### config.mk
export PLATFORM = sky130hd
export DESIGN_NAME = status_pin_signal_select
export DESIGN_NICKNAME = d
export VERILOG_FILES = /design/src/status_pin_pkg.sv /design/src/pin_select_mux.sv /design/src/status_pin_signal_select.sv
export SDC_FILE = /design/constraint.sdc
export NUM_CORES = 1
export LEC_CHECK = 0
export ABC_AREA = 1
export BUFFER_PORTS_ARGS = -buffer_cell sky130_fd_sc_hd__clkbuf_2
export CELL_PAD_IN_SITES_DETAIL_PLACEMENT = 1
export CELL_PAD_IN_SITES_GLOBAL_PLACEMENT = 2
export CORE_MARGIN = 5
export CORE_UTILIZATION = 33
export DETAILED_ROUTE_END_ITERATION = 7
export GPL_ROUTABILITY_DRIVEN = 0
export HOLD_SLACK_MARGIN = 0.08
export PLACE_DENSITY = 0.82
export SYNTH_ARGS = -nofsm -noshare
export SYNTH_HDL_FRONTEND = slang
export SYNTH_SLANG_ARGS = --single-unit
### constraint.sdc
create_clock -name pclk -period 3.38 [get_ports pclk]
set_input_delay 0.676 -clock pclk [delete_from_list [all_inputs] [get_ports pclk]]
set_output_delay 0.676 -clock pclk [all_outputs]
set_load 0.02 [all_outputs]
### src/status_pin_pkg.sv
/*
  Package for the status pin signal select block: selector codes, register
  offsets and fields, reset values and serial clock timing.
  Assumes a single clock domain (pclk) and an APB register port.
*/
package status_pin_pkg;
    localparam int NUM_PINS = 3;
    localparam int SEL_W = 6;
    localparam int BANK_W = 64;

    // Selector codes
    localparam logic [5:0] SEL_RX_THR = 6'h00;
    localparam logic [5:0] SEL_RX_THR_END = 6'h01;
    localparam logic [5:0] SEL_TX_THR = 6'h02;
    localparam logic [5:0] SEL_RX_OVF = 6'h04;
    localparam logic [5:0] SEL_SYNC_PKT = 6'h06;
    localparam logic [5:0] SEL_CRC_PKT = 6'h07;
    localparam logic [5:0] SEL_PQ_REACHED = 6'h08;
    localparam logic [5:0] SEL_CLEAR_CHAN = 6'h09;
    localparam logic [5:0] SEL_LOCK = 6'h0A;
    localparam logic [5:0] SEL_SER_CLK = 6'h0B;
    localparam logic [5:0] SEL_SER_DATA = 6'h0C;
    localparam logic [5:0] SEL_CRC_MATCH = 6'h0F;
    localparam logic [5:0] SEL_HARD_BIT = 6'h17;

    // Register byte offsets
    localparam logic [7:0] OFS_PIN0_CFG = 8'h00;
    localparam logic [7:0] OFS_PIN1_CFG = 8'h04;
    localparam logic [7:0] OFS_PIN2_CFG = 8'h08;
    localparam logic [7:0] OFS_CTRL = 8'h0C;
    localparam logic [7:0] OFS_IRQ_STATUS = 8'h10;
    localparam logic [7:0] OFS_IRQ_MASK = 8'h14;

    // Field positions
    localparam int CFG_INV_BIT = 6;
    localparam int CTRL_PQ_THR_LSB = 0;
    localparam int CTRL_CCA_LSB = 8;
    localparam int CTRL_TXTHR_LSB = 10;
    localparam int STAT_LEVEL_LSB = 8;

    // Reset values
    localparam logic [5:0] RST_PIN_SEL = 6'h3F;
    localparam logic [7:0] RST_PQ_THR = 8'h00;
    localparam logic [1:0] RST_CCA = 2'h1;
    localparam logic [6:0] RST_TX_THR = 7'h20;
    localparam logic [2:0] RST_MASK = 3'h0;

    // Clear channel criteria
    localparam logic [1:0] CCA_ALWAYS = 2'h0;
    localparam logic [1:0] CCA_RSSI = 2'h1;
    localparam logic [1:0] CCA_NOT_RX = 2'h2;
    localparam logic [1:0] CCA_BOTH = 2'h3;

    // Serial clock half period in pclk cycles
    localparam logic [7:0] SER_HALF_CYCLES = 8'h04;
endpackage

### src/pin_select_mux.sv
/*
  One output pin: picks one bit of the status signal bank by its selector,
  applies polarity inversion and registers the result.
  Assumes valid holds zero at reserved selector positions.
*/
`timescale 1ns/10ps
module pin_select_mux
    import status_pin_pkg::*;
(
    // Clock and reset
    input wire logic pclk,
    input wire logic presetn,
    input wire logic ce,
    // Selection
    input wire logic [SEL_W-1:0] sel,
    input wire logic invert,
    input wire logic [BANK_W-1:0] bank,
    input wire logic [BANK_W-1:0] valid,
    // Pin level
    output logic level
);
    always_ff @(posedge pclk or negedge presetn) begin
        if (!presetn) begin
            level <= 1'b0;
        end else if (ce) begin
            // Reserved codes stay low even when inverted
            if (valid[sel]) begin
                level <= bank[sel] ^ invert;
            end else begin
                level <= 1'b0;
            end
        end
    end
endmodule

### src/status_pin_signal_select.sv
/*
  Status pin signal select: radio status event tracking, per-pin signal
  selection with polarity, synchronous serial clock and data, interrupt
  status and mask, all reached over APB.
  Assumes radio status inputs are synchronous to pclk and that event inputs
  are one-cycle pulses.
*/
`timescale 1ns/10ps
module status_pin_signal_select
    import status_pin_pkg::*;
(
    // Clock, reset, enable
    input wire logic pclk,
    input wire logic presetn,
    input wire logic ce,
    // APB slave
    input wire logic [7:0] paddr,
    input wire logic psel,
    input wire logic penable,
    input wire logic pwrite,
    input wire logic [31:0] pwdata,
    output logic [31:0] prdata,
    output logic pready,
    output logic pslverr,
    // Radio mode
    input wire logic rx_mode,
    input wire logic tx_mode,
    input wire logic rx_start,
    // FIFO status
    input wire logic rx_fifo_at_thr,
    input wire logic rx_fifo_empty,
    input wire logic rx_overflow,
    input wire logic rx_flush,
    input wire logic rx_first_byte_read,
    input wire logic tx_underflow,
    input wire logic [6:0] tx_fifo_fill,
    // Packet engine
    input wire logic sync_found,
    input wire logic packet_end,
    input wire logic addr_reject,
    input wire logic packet_crc_ok,
    input wire logic crc_done,
    input wire logic crc_match,
    // Demodulator and synthesizer
    input wire logic [7:0] preamble_quality_measure,
    input wire logic rssi_below,
    input wire logic receiving_packet,
    input wire logic pll_lock,
    input wire logic demod_hard_bit,
    input wire logic ser_tx_in,
    // Outputs
    output logic [NUM_PINS-1:0] pin_out,
    output logic serial_tx_bit,
    output logic irq
);
    logic [SEL_W-1:0] output_pin_signal_select [NUM_PINS];
    logic [NUM_PINS-1:0] output_pin_polarity_invert;
    logic [7:0] preamble_quality_threshold;
    logic [1:0] clear_channel_criterion;
    logic [6:0] tx_thr_reg;
    logic [NUM_PINS-1:0] irq_status_reg;
    logic [NUM_PINS-1:0] irq_mask_reg;
    logic [NUM_PINS-1:0] pin_prev_reg;

    logic rx_thr_reg;
    logic rx_ovf_reg;
    logic sync_pkt_reg;
    logic crc_pkt_reg;
    logic crc_match_reg;
    logic ser_clk_reg;
    logic ser_data_reg;
    logic [7:0] ser_cnt_reg;

    logic clear_chan;
    logic [BANK_W-1:0] bank;
    logic [BANK_W-1:0] valid;

    logic setup_phase;
    logic wr_en;
    logic [NUM_PINS-1:0] pin_rise;

    assign setup_phase = psel && !penable && ce;
    assign wr_en = psel && penable && pwrite && ce;
    // Stalling the access phase keeps the bus frozen with the rest of state
    assign pready = ce;

    // Receive FIFO threshold or end of packet, until empty
    always_ff @(posedge pclk or negedge presetn) begin
        if (!presetn) begin
            rx_thr_reg <= 1'b0;
        end else if (ce) begin
            if (rx_fifo_at_thr || packet_end) begin
                rx_thr_reg <= 1'b1;
            end else if (rx_fifo_empty) begin
                rx_thr_reg <= 1'b0;
            end
        end
    end

    // Overflow holds until flush; a new overflow beats a same-cycle flush
    always_ff @(posedge pclk or negedge presetn) begin
        if (!presetn) begin
            rx_ovf_reg <= 1'b0;
        end else if (ce) begin
            if (rx_overflow) begin
                rx_ovf_reg <= 1'b1;
            end else if (rx_flush) begin
                rx_ovf_reg <= 1'b0;
            end
        end
    end

    // Sync word to end of packet, with early drops in both directions
    always_ff @(posedge pclk or negedge presetn) begin
        if (!presetn) begin
            sync_pkt_reg <= 1'b0;
        end else if (ce) begin
            if (sync_found) begin
                sync_pkt_reg <= 1'b1;
            end else if (packet_end) begin
                sync_pkt_reg <= 1'b0;
            end else if (rx_mode && (addr_reject || rx_overflow)) begin
                sync_pkt_reg <= 1'b0;
            end else if (tx_mode && tx_underflow) begin
                sync_pkt_reg <= 1'b0;
            end
        end
    end

    // Good packet waiting until the host starts reading it
    always_ff @(posedge pclk or negedge presetn) begin
        if (!presetn) begin
            crc_pkt_reg <= 1'b0;
        end else if (ce) begin
            if (packet_crc_ok) begin
                crc_pkt_reg <= 1'b1;
            end else if (rx_first_byte_read) begin
                crc_pkt_reg <= 1'b0;
            end
        end
    end

    // Last CRC comparison result
    always_ff @(posedge pclk or negedge presetn) begin
        if (!presetn) begin
            crc_match_reg <= 1'b0;
        end else if (ce) begin
            if (crc_done) begin
                crc_match_reg <= crc_match;
            end else if (rx_start) begin
                crc_match_reg <= 1'b0;
            end
        end
    end

    // Clear channel under the selected criterion
    always_comb begin
        case (clear_channel_criterion)
            CCA_ALWAYS: clear_chan = 1'b1;
            CCA_RSSI: clear_chan = rssi_below;
            CCA_NOT_RX: clear_chan = !receiving_packet;
            default: clear_chan = rssi_below && !receiving_packet;
        endcase
    end

    // Serial clock runs only in receive; idle low so the first edge rises
    always_ff @(posedge pclk or negedge presetn) begin
        if (!presetn) begin
            ser_cnt_reg <= 8'h00;
            ser_clk_reg <= 1'b0;
        end else if (ce) begin
            if (!rx_mode) begin
                ser_cnt_reg <= 8'h00;
                ser_clk_reg <= 1'b0;
            end else if (ser_cnt_reg == SER_HALF_CYCLES - 8'h01) begin
                ser_cnt_reg <= 8'h00;
                ser_clk_reg <= !ser_clk_reg;
            end else begin
                ser_cnt_reg <= ser_cnt_reg + 8'h01;
            end
        end
    end

    // Data moves as the clock goes low, so it is stable at the rising edge
    always_ff @(posedge pclk or negedge presetn) begin
        if (!presetn) begin
            ser_data_reg <= 1'b0;
        end else if (ce) begin
            if (rx_mode && ser_clk_reg &&
                ser_cnt_reg == SER_HALF_CYCLES - 8'h01) begin
                ser_data_reg <= demod_hard_bit;
            end
        end
    end

    // Host data is taken as the clock goes high
    always_ff @(posedge pclk or negedge presetn) begin
        if (!presetn) begin
            serial_tx_bit <= 1'b0;
        end else if (ce) begin
            if (!ser_clk_reg && ser_cnt_reg == SER_HALF_CYCLES - 8'h01 &&
                rx_mode) begin
                serial_tx_bit <= ser_tx_in;
            end
        end
    end

    // Signal bank indexed by selector code; unlisted codes stay zero
    always_comb begin
        bank = '0;
        valid = '0;
        bank[SEL_RX_THR] = rx_fifo_at_thr;
        bank[SEL_RX_THR_END] = rx_thr_reg;
        bank[SEL_TX_THR] = tx_fifo_fill >= tx_thr_reg;
        bank[SEL_RX_OVF] = rx_ovf_reg;
        bank[SEL_SYNC_PKT] = sync_pkt_reg;
        bank[SEL_CRC_PKT] = crc_pkt_reg;
        bank[SEL_PQ_REACHED] =
            preamble_quality_measure > preamble_quality_threshold;
        bank[SEL_CLEAR_CHAN] = clear_chan;
        // Level passes straight; the host catches lock on its rising edge
        bank[SEL_LOCK] = pll_lock;
        bank[SEL_SER_CLK] = ser_clk_reg;
        bank[SEL_SER_DATA] = ser_data_reg;
        bank[SEL_CRC_MATCH] = crc_match_reg;
        bank[SEL_HARD_BIT] = demod_hard_bit;
        valid[SEL_RX_THR] = 1'b1;
        valid[SEL_RX_THR_END] = 1'b1;
        valid[SEL_TX_THR] = 1'b1;
        valid[SEL_RX_OVF] = 1'b1;
        valid[SEL_SYNC_PKT] = 1'b1;
        valid[SEL_CRC_PKT] = 1'b1;
        valid[SEL_PQ_REACHED] = 1'b1;
        valid[SEL_CLEAR_CHAN] = 1'b1;
        valid[SEL_LOCK] = 1'b1;
        valid[SEL_SER_CLK] = 1'b1;
        valid[SEL_SER_DATA] = 1'b1;
        valid[SEL_CRC_MATCH] = 1'b1;
        valid[SEL_HARD_BIT] = 1'b1;
    end

    genvar gi;
    generate
        for (gi = 0; gi < NUM_PINS; gi++) begin : g_pin
            pin_select_mux u_mux (
                .pclk(pclk),
                .presetn(presetn),
                .ce(ce),
                .sel(output_pin_signal_select[gi]),
                .invert(output_pin_polarity_invert[gi]),
                .bank(bank),
                .valid(valid),
                .level(pin_out[gi])
            );

            // Pin configuration register
            always_ff @(posedge pclk or negedge presetn) begin
                if (!presetn) begin
                    output_pin_signal_select[gi] <= RST_PIN_SEL;
                    output_pin_polarity_invert[gi] <= 1'b0;
                end else if (wr_en && paddr == OFS_PIN0_CFG + 8'(4 * gi)) begin
                    output_pin_signal_select[gi] <= pwdata[SEL_W-1:0];
                    output_pin_polarity_invert[gi] <= pwdata[CFG_INV_BIT];
                end
            end
        end
    endgenerate

    // Control register
    always_ff @(posedge pclk or negedge presetn) begin
        if (!presetn) begin
            preamble_quality_threshold <= RST_PQ_THR;
            clear_channel_criterion <= RST_CCA;
            tx_thr_reg <= RST_TX_THR;
        end else if (wr_en && paddr == OFS_CTRL) begin
            preamble_quality_threshold <= pwdata[CTRL_PQ_THR_LSB +: 8];
            clear_channel_criterion <= pwdata[CTRL_CCA_LSB +: 2];
            tx_thr_reg <= pwdata[CTRL_TXTHR_LSB +: 7];
        end
    end

    // Interrupt: rising pin level is the event, write one to clear
    assign pin_rise = pin_out & ~pin_prev_reg;

    always_ff @(posedge pclk or negedge presetn) begin
        if (!presetn) begin
            pin_prev_reg <= '0;
            irq_status_reg <= '0;
        end else if (ce) begin
            pin_prev_reg <= pin_out;
            if (wr_en && paddr == OFS_IRQ_STATUS) begin
                // A new event wins over a same-cycle clear
                irq_status_reg <= (irq_status_reg & ~pwdata[NUM_PINS-1:0])
                                  | pin_rise;
            end else begin
                irq_status_reg <= irq_status_reg | pin_rise;
            end
        end
    end

    always_ff @(posedge pclk or negedge presetn) begin
        if (!presetn) begin
            irq_mask_reg <= RST_MASK;
        end else if (wr_en && paddr == OFS_IRQ_MASK) begin
            irq_mask_reg <= pwdata[NUM_PINS-1:0];
        end
    end

    always_ff @(posedge pclk or negedge presetn) begin
        if (!presetn) begin
            irq <= 1'b0;
        end else if (ce) begin
            irq <= |(irq_status_reg & irq_mask_reg);
        end
    end

    // Read data captured in the setup phase, held through the access phase
    always_ff @(posedge pclk or negedge presetn) begin
        if (!presetn) begin
            prdata <= 32'h0000_0000;
            pslverr <= 1'b0;
        end else if (setup_phase) begin
            prdata <= 32'h0000_0000;
            pslverr <= 1'b0;
            if (paddr == OFS_PIN0_CFG) begin
                prdata[CFG_INV_BIT:0] <= {output_pin_polarity_invert[0],
                                          output_pin_signal_select[0]};
            end else if (paddr == OFS_PIN1_CFG) begin
                prdata[CFG_INV_BIT:0] <= {output_pin_polarity_invert[1],
                                          output_pin_signal_select[1]};
            end else if (paddr == OFS_PIN2_CFG) begin
                prdata[CFG_INV_BIT:0] <= {output_pin_polarity_invert[2],
                                          output_pin_signal_select[2]};
            end else if (paddr == OFS_CTRL) begin
                prdata[CTRL_PQ_THR_LSB +: 8] <= preamble_quality_threshold;
                prdata[CTRL_CCA_LSB +: 2] <= clear_channel_criterion;
                prdata[CTRL_TXTHR_LSB +: 7] <= tx_thr_reg;
            end else if (paddr == OFS_IRQ_STATUS) begin
                prdata[NUM_PINS-1:0] <= irq_status_reg;
                prdata[STAT_LEVEL_LSB +: NUM_PINS] <= pin_out;
            end else if (paddr == OFS_IRQ_MASK) begin
                prdata[NUM_PINS-1:0] <= irq_mask_reg;
            end else begin
                // Unmapped: zero data and an error response
                pslverr <= 1'b1;
            end
        end
    end
endmodule

### Yosys cells after proc, flatten, opt, wreduce, memory -nomap -nowiden

Memory sizes are Yosys's and may differ from the RTL's.
Cells that the tools add are included.

| operators by class | value |
|---|---|
| equality and inequality tests | 9 |
| $add $sub $neg | 1 |
| reductions and logical operators | 39 |
| magnitude comparators | 5 |
| mux-type cells | 49 |
| bitwise operators | 10 |

Operator list:

| cell | number |
|---|---|
| 10-bit two-way mux | 3 |
| 1-bit two-way mux | 29 |
| 6-bit by 7-bit less-than comparator with 1-bit output, second input constant | 3 |
| 7-bit two-way mux | 3 |
| 1-bit binary-select mux with 6-bit select | 3 |
| 1-bit logical AND | 18 |
| 3-bit two-way mux | 6 |
| 8-bit by 4-bit equality test with 1-bit output, second input constant | 2 |
| 8-bit by 5-bit equality test with 1-bit output, second input constant | 2 |
| 8-bit two-way mux | 2 |
| 2-bit AND reduction | 8 |
| 3-bit bitwise AND | 3 |
| 8-bit by 1-bit adder with 8-bit output, second input constant | 1 |
| 8-bit by 2-bit equality test with 1-bit output, second input constant | 1 |
| 8-bit by 3-bit equality test with 1-bit output, second input constant | 1 |
| 8-bit > comparator | 1 |
| 8-bit logical NOT | 1 |
| 2-bit nonzero test | 4 |
| 7-bit >= comparator | 1 |
| 6-bit two-way mux | 1 |
| 3-bit inverter | 2 |
| 3-bit OR | 2 |
| 5-bit two-way mux | 1 |
| 4-bit nonzero test | 1 |
| other kinds (9) | 14 |

| word-level totals | value |
|---|---|
| bits of input ports | 81 |
| output and inout bits | 39 |
| memories kept | 3 |
| logic and storage cells | 143 |
| bits in read-only memories | 192 |
| register bits | 85 |

Memory list:

| memory | words | bits a word | read ports | clocked after Yosys merged registers in | write ports | line | RTL |
|---|---|---|---|---|---|---|---|
| (name not given) | 64 | 1 | 1 | 0 | 0 | pin_select_mux.sv:27 | `if (valid[sel]) begin` |
| (name not given) | 64 | 1 | 1 | 0 | 0 | pin_select_mux.sv:27 |  |
| (name not given) | 64 | 1 | 1 | 0 | 0 | pin_select_mux.sv:27 |  |

### Logic depth before layout (Yosys ltp)

| depth | value |
|---|---|
| depth in word-level cells | 7 |
| mapped depth | 19 |
| gate-level depth less buffers | 19 |

### Hierarchy

A second synthesis with hierarchy kept.

| unflattened totals | value |
|---|---|
| cells, all modules | 1447 |
| area, all modules | 8634.5 µm² |

Modules (own cells, without submodules):

| module | area each (µm²) | sequential area each (µm²) | cells an instance | instances |
|---|---|---|---|---|
| status_pin_signal_select | 4419.2 | 2077.0 | 520 | 1 |
| pin_select_mux | 1405.1 | 25.0 | 309 | 3 |

### Worst setup path after synthesis

Ideal clock, no wire load.

| path | value |
|---|---|
| path type | input to register |
| start | in tx_fifo_fill[6] |
| end | reg g_pin[1].u_mux.level |
| arrival | 1791 ps |
| library setup time | 118 ps |
| setup slack | 1472 ps |
| path buffers | 0 |
| cell stages on the path | 13 |
| data required time | 3262 ps |
| path through | ha_1 > nand2_1 > inv_1 > a21oi_1 > nand4_1 > nand2_1 > nand2_1 > a21oi_1 > nand2_1 > nand2_1 > nand2_1 > nand3_1 > nand2_1 |

| between the ends | value |
|---|---|
| word-level cells in the longest chain between the ends | 5 |

RTL lines:

| item | line | RTL |
|---|---|---|
| start, declared | status_pin_signal_select.sv:36 | `input wire logic [6:0] tx_fifo_fill,` |
| 7-bit >= comparator | status_pin_signal_select.sv:214 | `bank[SEL_TX_THR] = tx_fifo_fill >= tx_thr_reg;` |
| 1-bit binary-select mux with 6-bit select | pin_select_mux.sv:28 | `level <= bank[sel] ^ invert;` |
| 1-bit two-way mux (implied by the code) | pin_select_mux.sv:28 |  |
| 1-bit XOR | pin_select_mux.sv:28 |  |
| 1-bit two-way mux | pin_select_mux.sv:27 |  |
| end signal, assigned | pin_select_mux.sv:28 |  |
| end, declared | pin_select_mux.sv:20 | `output logic level` |

No other way between the ends. The select of a mux whose other input is x is not followed.
A chain may end at the register's enable or synchronous reset.

### Final worst setup path

| path | value |
|---|---|
| start | reg tx_thr_reg[5] |
| end | reg g_pin[0].u_mux.level |

| between the ends | value |
|---|---|
| word-level cells in the longest chain between the ends | 5 |

RTL lines:

| item | line | RTL |
|---|---|---|
| start, declared | status_pin_signal_select.sv:60 | `logic [6:0] tx_thr_reg;` |
| start signal, assigned | status_pin_signal_select.sv:278 | `tx_thr_reg <= pwdata[CTRL_TXTHR_LSB +: 7];` |
| 7-bit >= comparator | status_pin_signal_select.sv:214 |  |
| 1-bit binary-select mux with 6-bit select | pin_select_mux.sv:28 |  |
| 1-bit two-way mux (implied by the code) | pin_select_mux.sv:28 |  |
| 1-bit XOR | pin_select_mux.sv:28 |  |
| 1-bit two-way mux | pin_select_mux.sv:27 |  |
| end signal, assigned | pin_select_mux.sv:28 |  |
| end, declared | pin_select_mux.sv:20 |  |

No other way between the ends. The select of a mux whose other input is x is not followed.

==> flow_summary.yaml <==
timing:
  tns_ns: 0
  period_share_pct: 64.2
  fmaxAchievable_mhz: 461
  drv_slew: 0
  min_period_ns: 2.17
  final.setup.worst_slack_ns: 1.21
  finalSetupViolCount: 0
  finalHoldViolCount: 0
  worst_pin_slew_ns: 0.680
  max_slew_margin_pct: 54.2
  rsz0062_at_grt: "false"
  clock-skew-final_ns: 0.00836
layout:
  seq_area_um2: 2150
  fillers: 1864
  regMostFlops: "output_pin_signal_select"
  largestRegisters: "output_pin_signal_select (18), prdata (17)"
  multi_input_area_um2: 2380
  largest_reg_flops: 18
  final_layout_size_suffix_gt1_share_pct: 23.0
  syn_to_final_growth_pct: 16.3
  final_nets: 823
  n_antenna_cell: 0
logic_synthesis:
  syn_inst: 635
  synth-main-ff-cell: "dfrtp_1"
  yosysTopAreaCellShare_pct: 32.2
  synth_common_cells: "162 x nand2_1, 78 x inv_1, 65 x dfrtp_1"
  async_flop_share_pct: 100
  synth_top_area_cell: "dfrtp_1"
  synth_seq_area_share_pct: 42.6
  synthMostInstantiatedCell: "nand2_1"
  synthTopCellsByArea: "dfrtp_1 32%, nand2_1 12%, dfstp_2 10%"
  avgSynthCellArea_um2: 7.96
  ys_types: 47
  synth_enable_flop_cells: 0
  syn-cell-area_um2: 5050
  yosysWarnings: 0
  ys_ff_latch: 85
routing:
  wl_per_cell_um: 16.8
  drtAntennaViolNets: 0
  viasPerCell: 4.98
  drc: 0
  dr.first_iter.drc_count: 162
  vias: 4528
  first_pass_iters: 5
  routed_wl_um: 15300
critical_path:
  reg2reg_depth: 13
  critPathTopFamily: "simple AND/OR/NAND/NOR gates"
  path_common_cell: "nand2_1"
  cp_num_buf_inv: 1
  worstPathArrival_ns: 2.41
  worstSetupStartpointType: "flip-flop"
  cpPeakStageDelay_ns: 0.52
  critPathCaptureType: "flip-flop"
  cp_max_fo: 3
  cp.depth: 13
  required_ns: 3.62
  path_cells: "inv_1 > ha_1 > nand2_1 > nor2_1 > nand3_1 > nand3_1 > nand3_1 > a21oi_1 > nand2_1 > nand2_1 > nand2_1 > nand3_1 > nand2_1"
  path_class: "reg -> reg"
  slowest_stage: "dfstp_2"
floorplan:
  dieArea_um2: 17900
  core_um2: 15100
  initial_core_util_pct: 33.5
  rows: 45
  die_w_um: 134
  die_y_um: 134
  num_io_pins: 120
outcome:
  status: "completed"
grt:
  grt_pass1_vias: 4768
  grt_usage_pct: 17.6
  grt_overflow: 0
  grt_pass1_wl_um: 24700
  grt_max_degree: 47
  antenna_found_initial: 0
worst_hold_path:
  hold_path.class: "in -> async"
pwr:
  powerDensity_nw_per_um2: 417
  vdd.ir_drop.worst_mv: 0.265
  leakagePower_nw: 2.97
cts:
  cts_buffers: 9
  post_cts_resized: 0
  cts_hold_buf: 0
  cts_tree: "built"
  post_cts_buffers: 0
  clk-insertion-delay-late_ns: 0.35
  htree_num_levels: 3
  path_clk_slew_ns: 0.07
  cts_root_buf: "clkbuf_16"
  clockBufferDepth: 2
  clock_sinks: 85
placed_design:
  place_hpwl_um: 12000
  place_ws_ns: 0.983
  port_buffers: 89
flow_run:
  drv_cap: 0
==> where the power goes <==
group	total, mW	internal, mW	leakage [nW]	switching [mW]
clock network	1.02	0.595	0.142	0.423
registers	1.12	1.07	1.03	0.0505
logic	0.314	0.110	1.80	0.204
==> cell families after synthesis <==
kind of cell | share of synthesized area (%)
adder cells (fa/ha/maj) | 6.19
AND/OR/NAND/NOR | 21.6
flip-flops | 42.6
AO/OA/AOI/OAI | 17.8
other | 0.0742
buffers and inverters | 11.3
multiplexers | 0.446
==> layout make-up <==
| type | count | area share [%] |
|---|---|---|
| multi-input combinational | 444 | 40.5 |
| sequential | 85 | 36.6 |
| timing repair buffer | 91 | 8.09 |
| inverter | 86 | 5.62 |
| clock buffer | 11 | 4.13 |
| tap | 188 | 4.00 |
| clock inverter | 5 | 1.00 |
==> worst reg2reg max path: stages, from the launching register on <==
cell     delay (ns)
dfstp_2        0.52
inv_1          0.06
ha_1           0.28
nand2_1        0.06
nor2_1         0.18
nand3_1        0.13
nand3_1        0.22
nand3_1        0.10
a21oi_1        0.17
nand2_1        0.11
nand2_1        0.07
nand2_1        0.05
nand3_1        0.06
nand2_1        0.05
==> stage by stage <==
step	cell area (µm²)	utilization, %	hold slack, ns	total power, mW	instances
after detailed placement	5580	37.0	0.454	1.45	894
after global routing	5880	39.0	0.342	2.59	910
after global placement	5580	37.0	0.448	1.44	894
final	5880	39.0	0.303	2.45	910
after floorplan	5100	-	0.380	1.32	649
after CTS	5880	39.0	0.316	2.49	910
==> final timing paths <==
check | startpoint | end | slack [ns]
max reg2reg | tx_thr_reg[5]$_DFFE_PN1P_ | g_pin[0].u_mux.level$_DFFE_PN0P_ | 1.21
max | tx_thr_reg[5]$_DFFE_PN1P_ | g_pin[0].u_mux.level$_DFFE_PN0P_ | 1.21
max in group asynchronous | presetn | output_pin_signal_select[4]$_DFFE_PN1P_ | 2.35
min | presetn | tx_thr_reg[4]$_DFFE_PN0P_ | 0.30
min in group pclk | pin_prev_reg[0]$_DFFE_PN0P_ | irq_status_reg[0]$_DFFE_PN0P_ | 0.46
min reg2reg | pin_prev_reg[0]$_DFFE_PN0P_ | irq_status_reg[0]$_DFFE_PN0P_ | 0.46
==> placed cells by master, fill, tap and decap left out, types with 6 or more instances in the layout <==
cell | Yosys | routed
nand3_1 | 19 | 19
dfrtp_1 | 65 | 65
o21ai_2 | 13 | 13
o21ai_1 | 16 | 16
clkbuf_16 | 0 | 9
a21oi_1 | 47 | 47
nor2_1 | 31 | 31
ha_1 | 25 | 25
nand4_1 | 7 | 7
o21ai_0 | 54 | 54
dfstp_2 | 20 | 20
conb_1 | 1 | 15
nor3_1 | 10 | 10
inv_1 | 78 | 78
clkbuf_2 | 0 | 88
nand2_1 | 162 | 162
inv_2 | 6 | 6
==> layer usage <==
metal  global-route usage [%]  part of all wire (%)
met5                        0                     0
met1                     21.7                    45
met3                     5.25                   4.2
met2                     30.0                    49
met4                     4.51                   1.8
No activity file was read; power rests on OpenSTA's default activity.
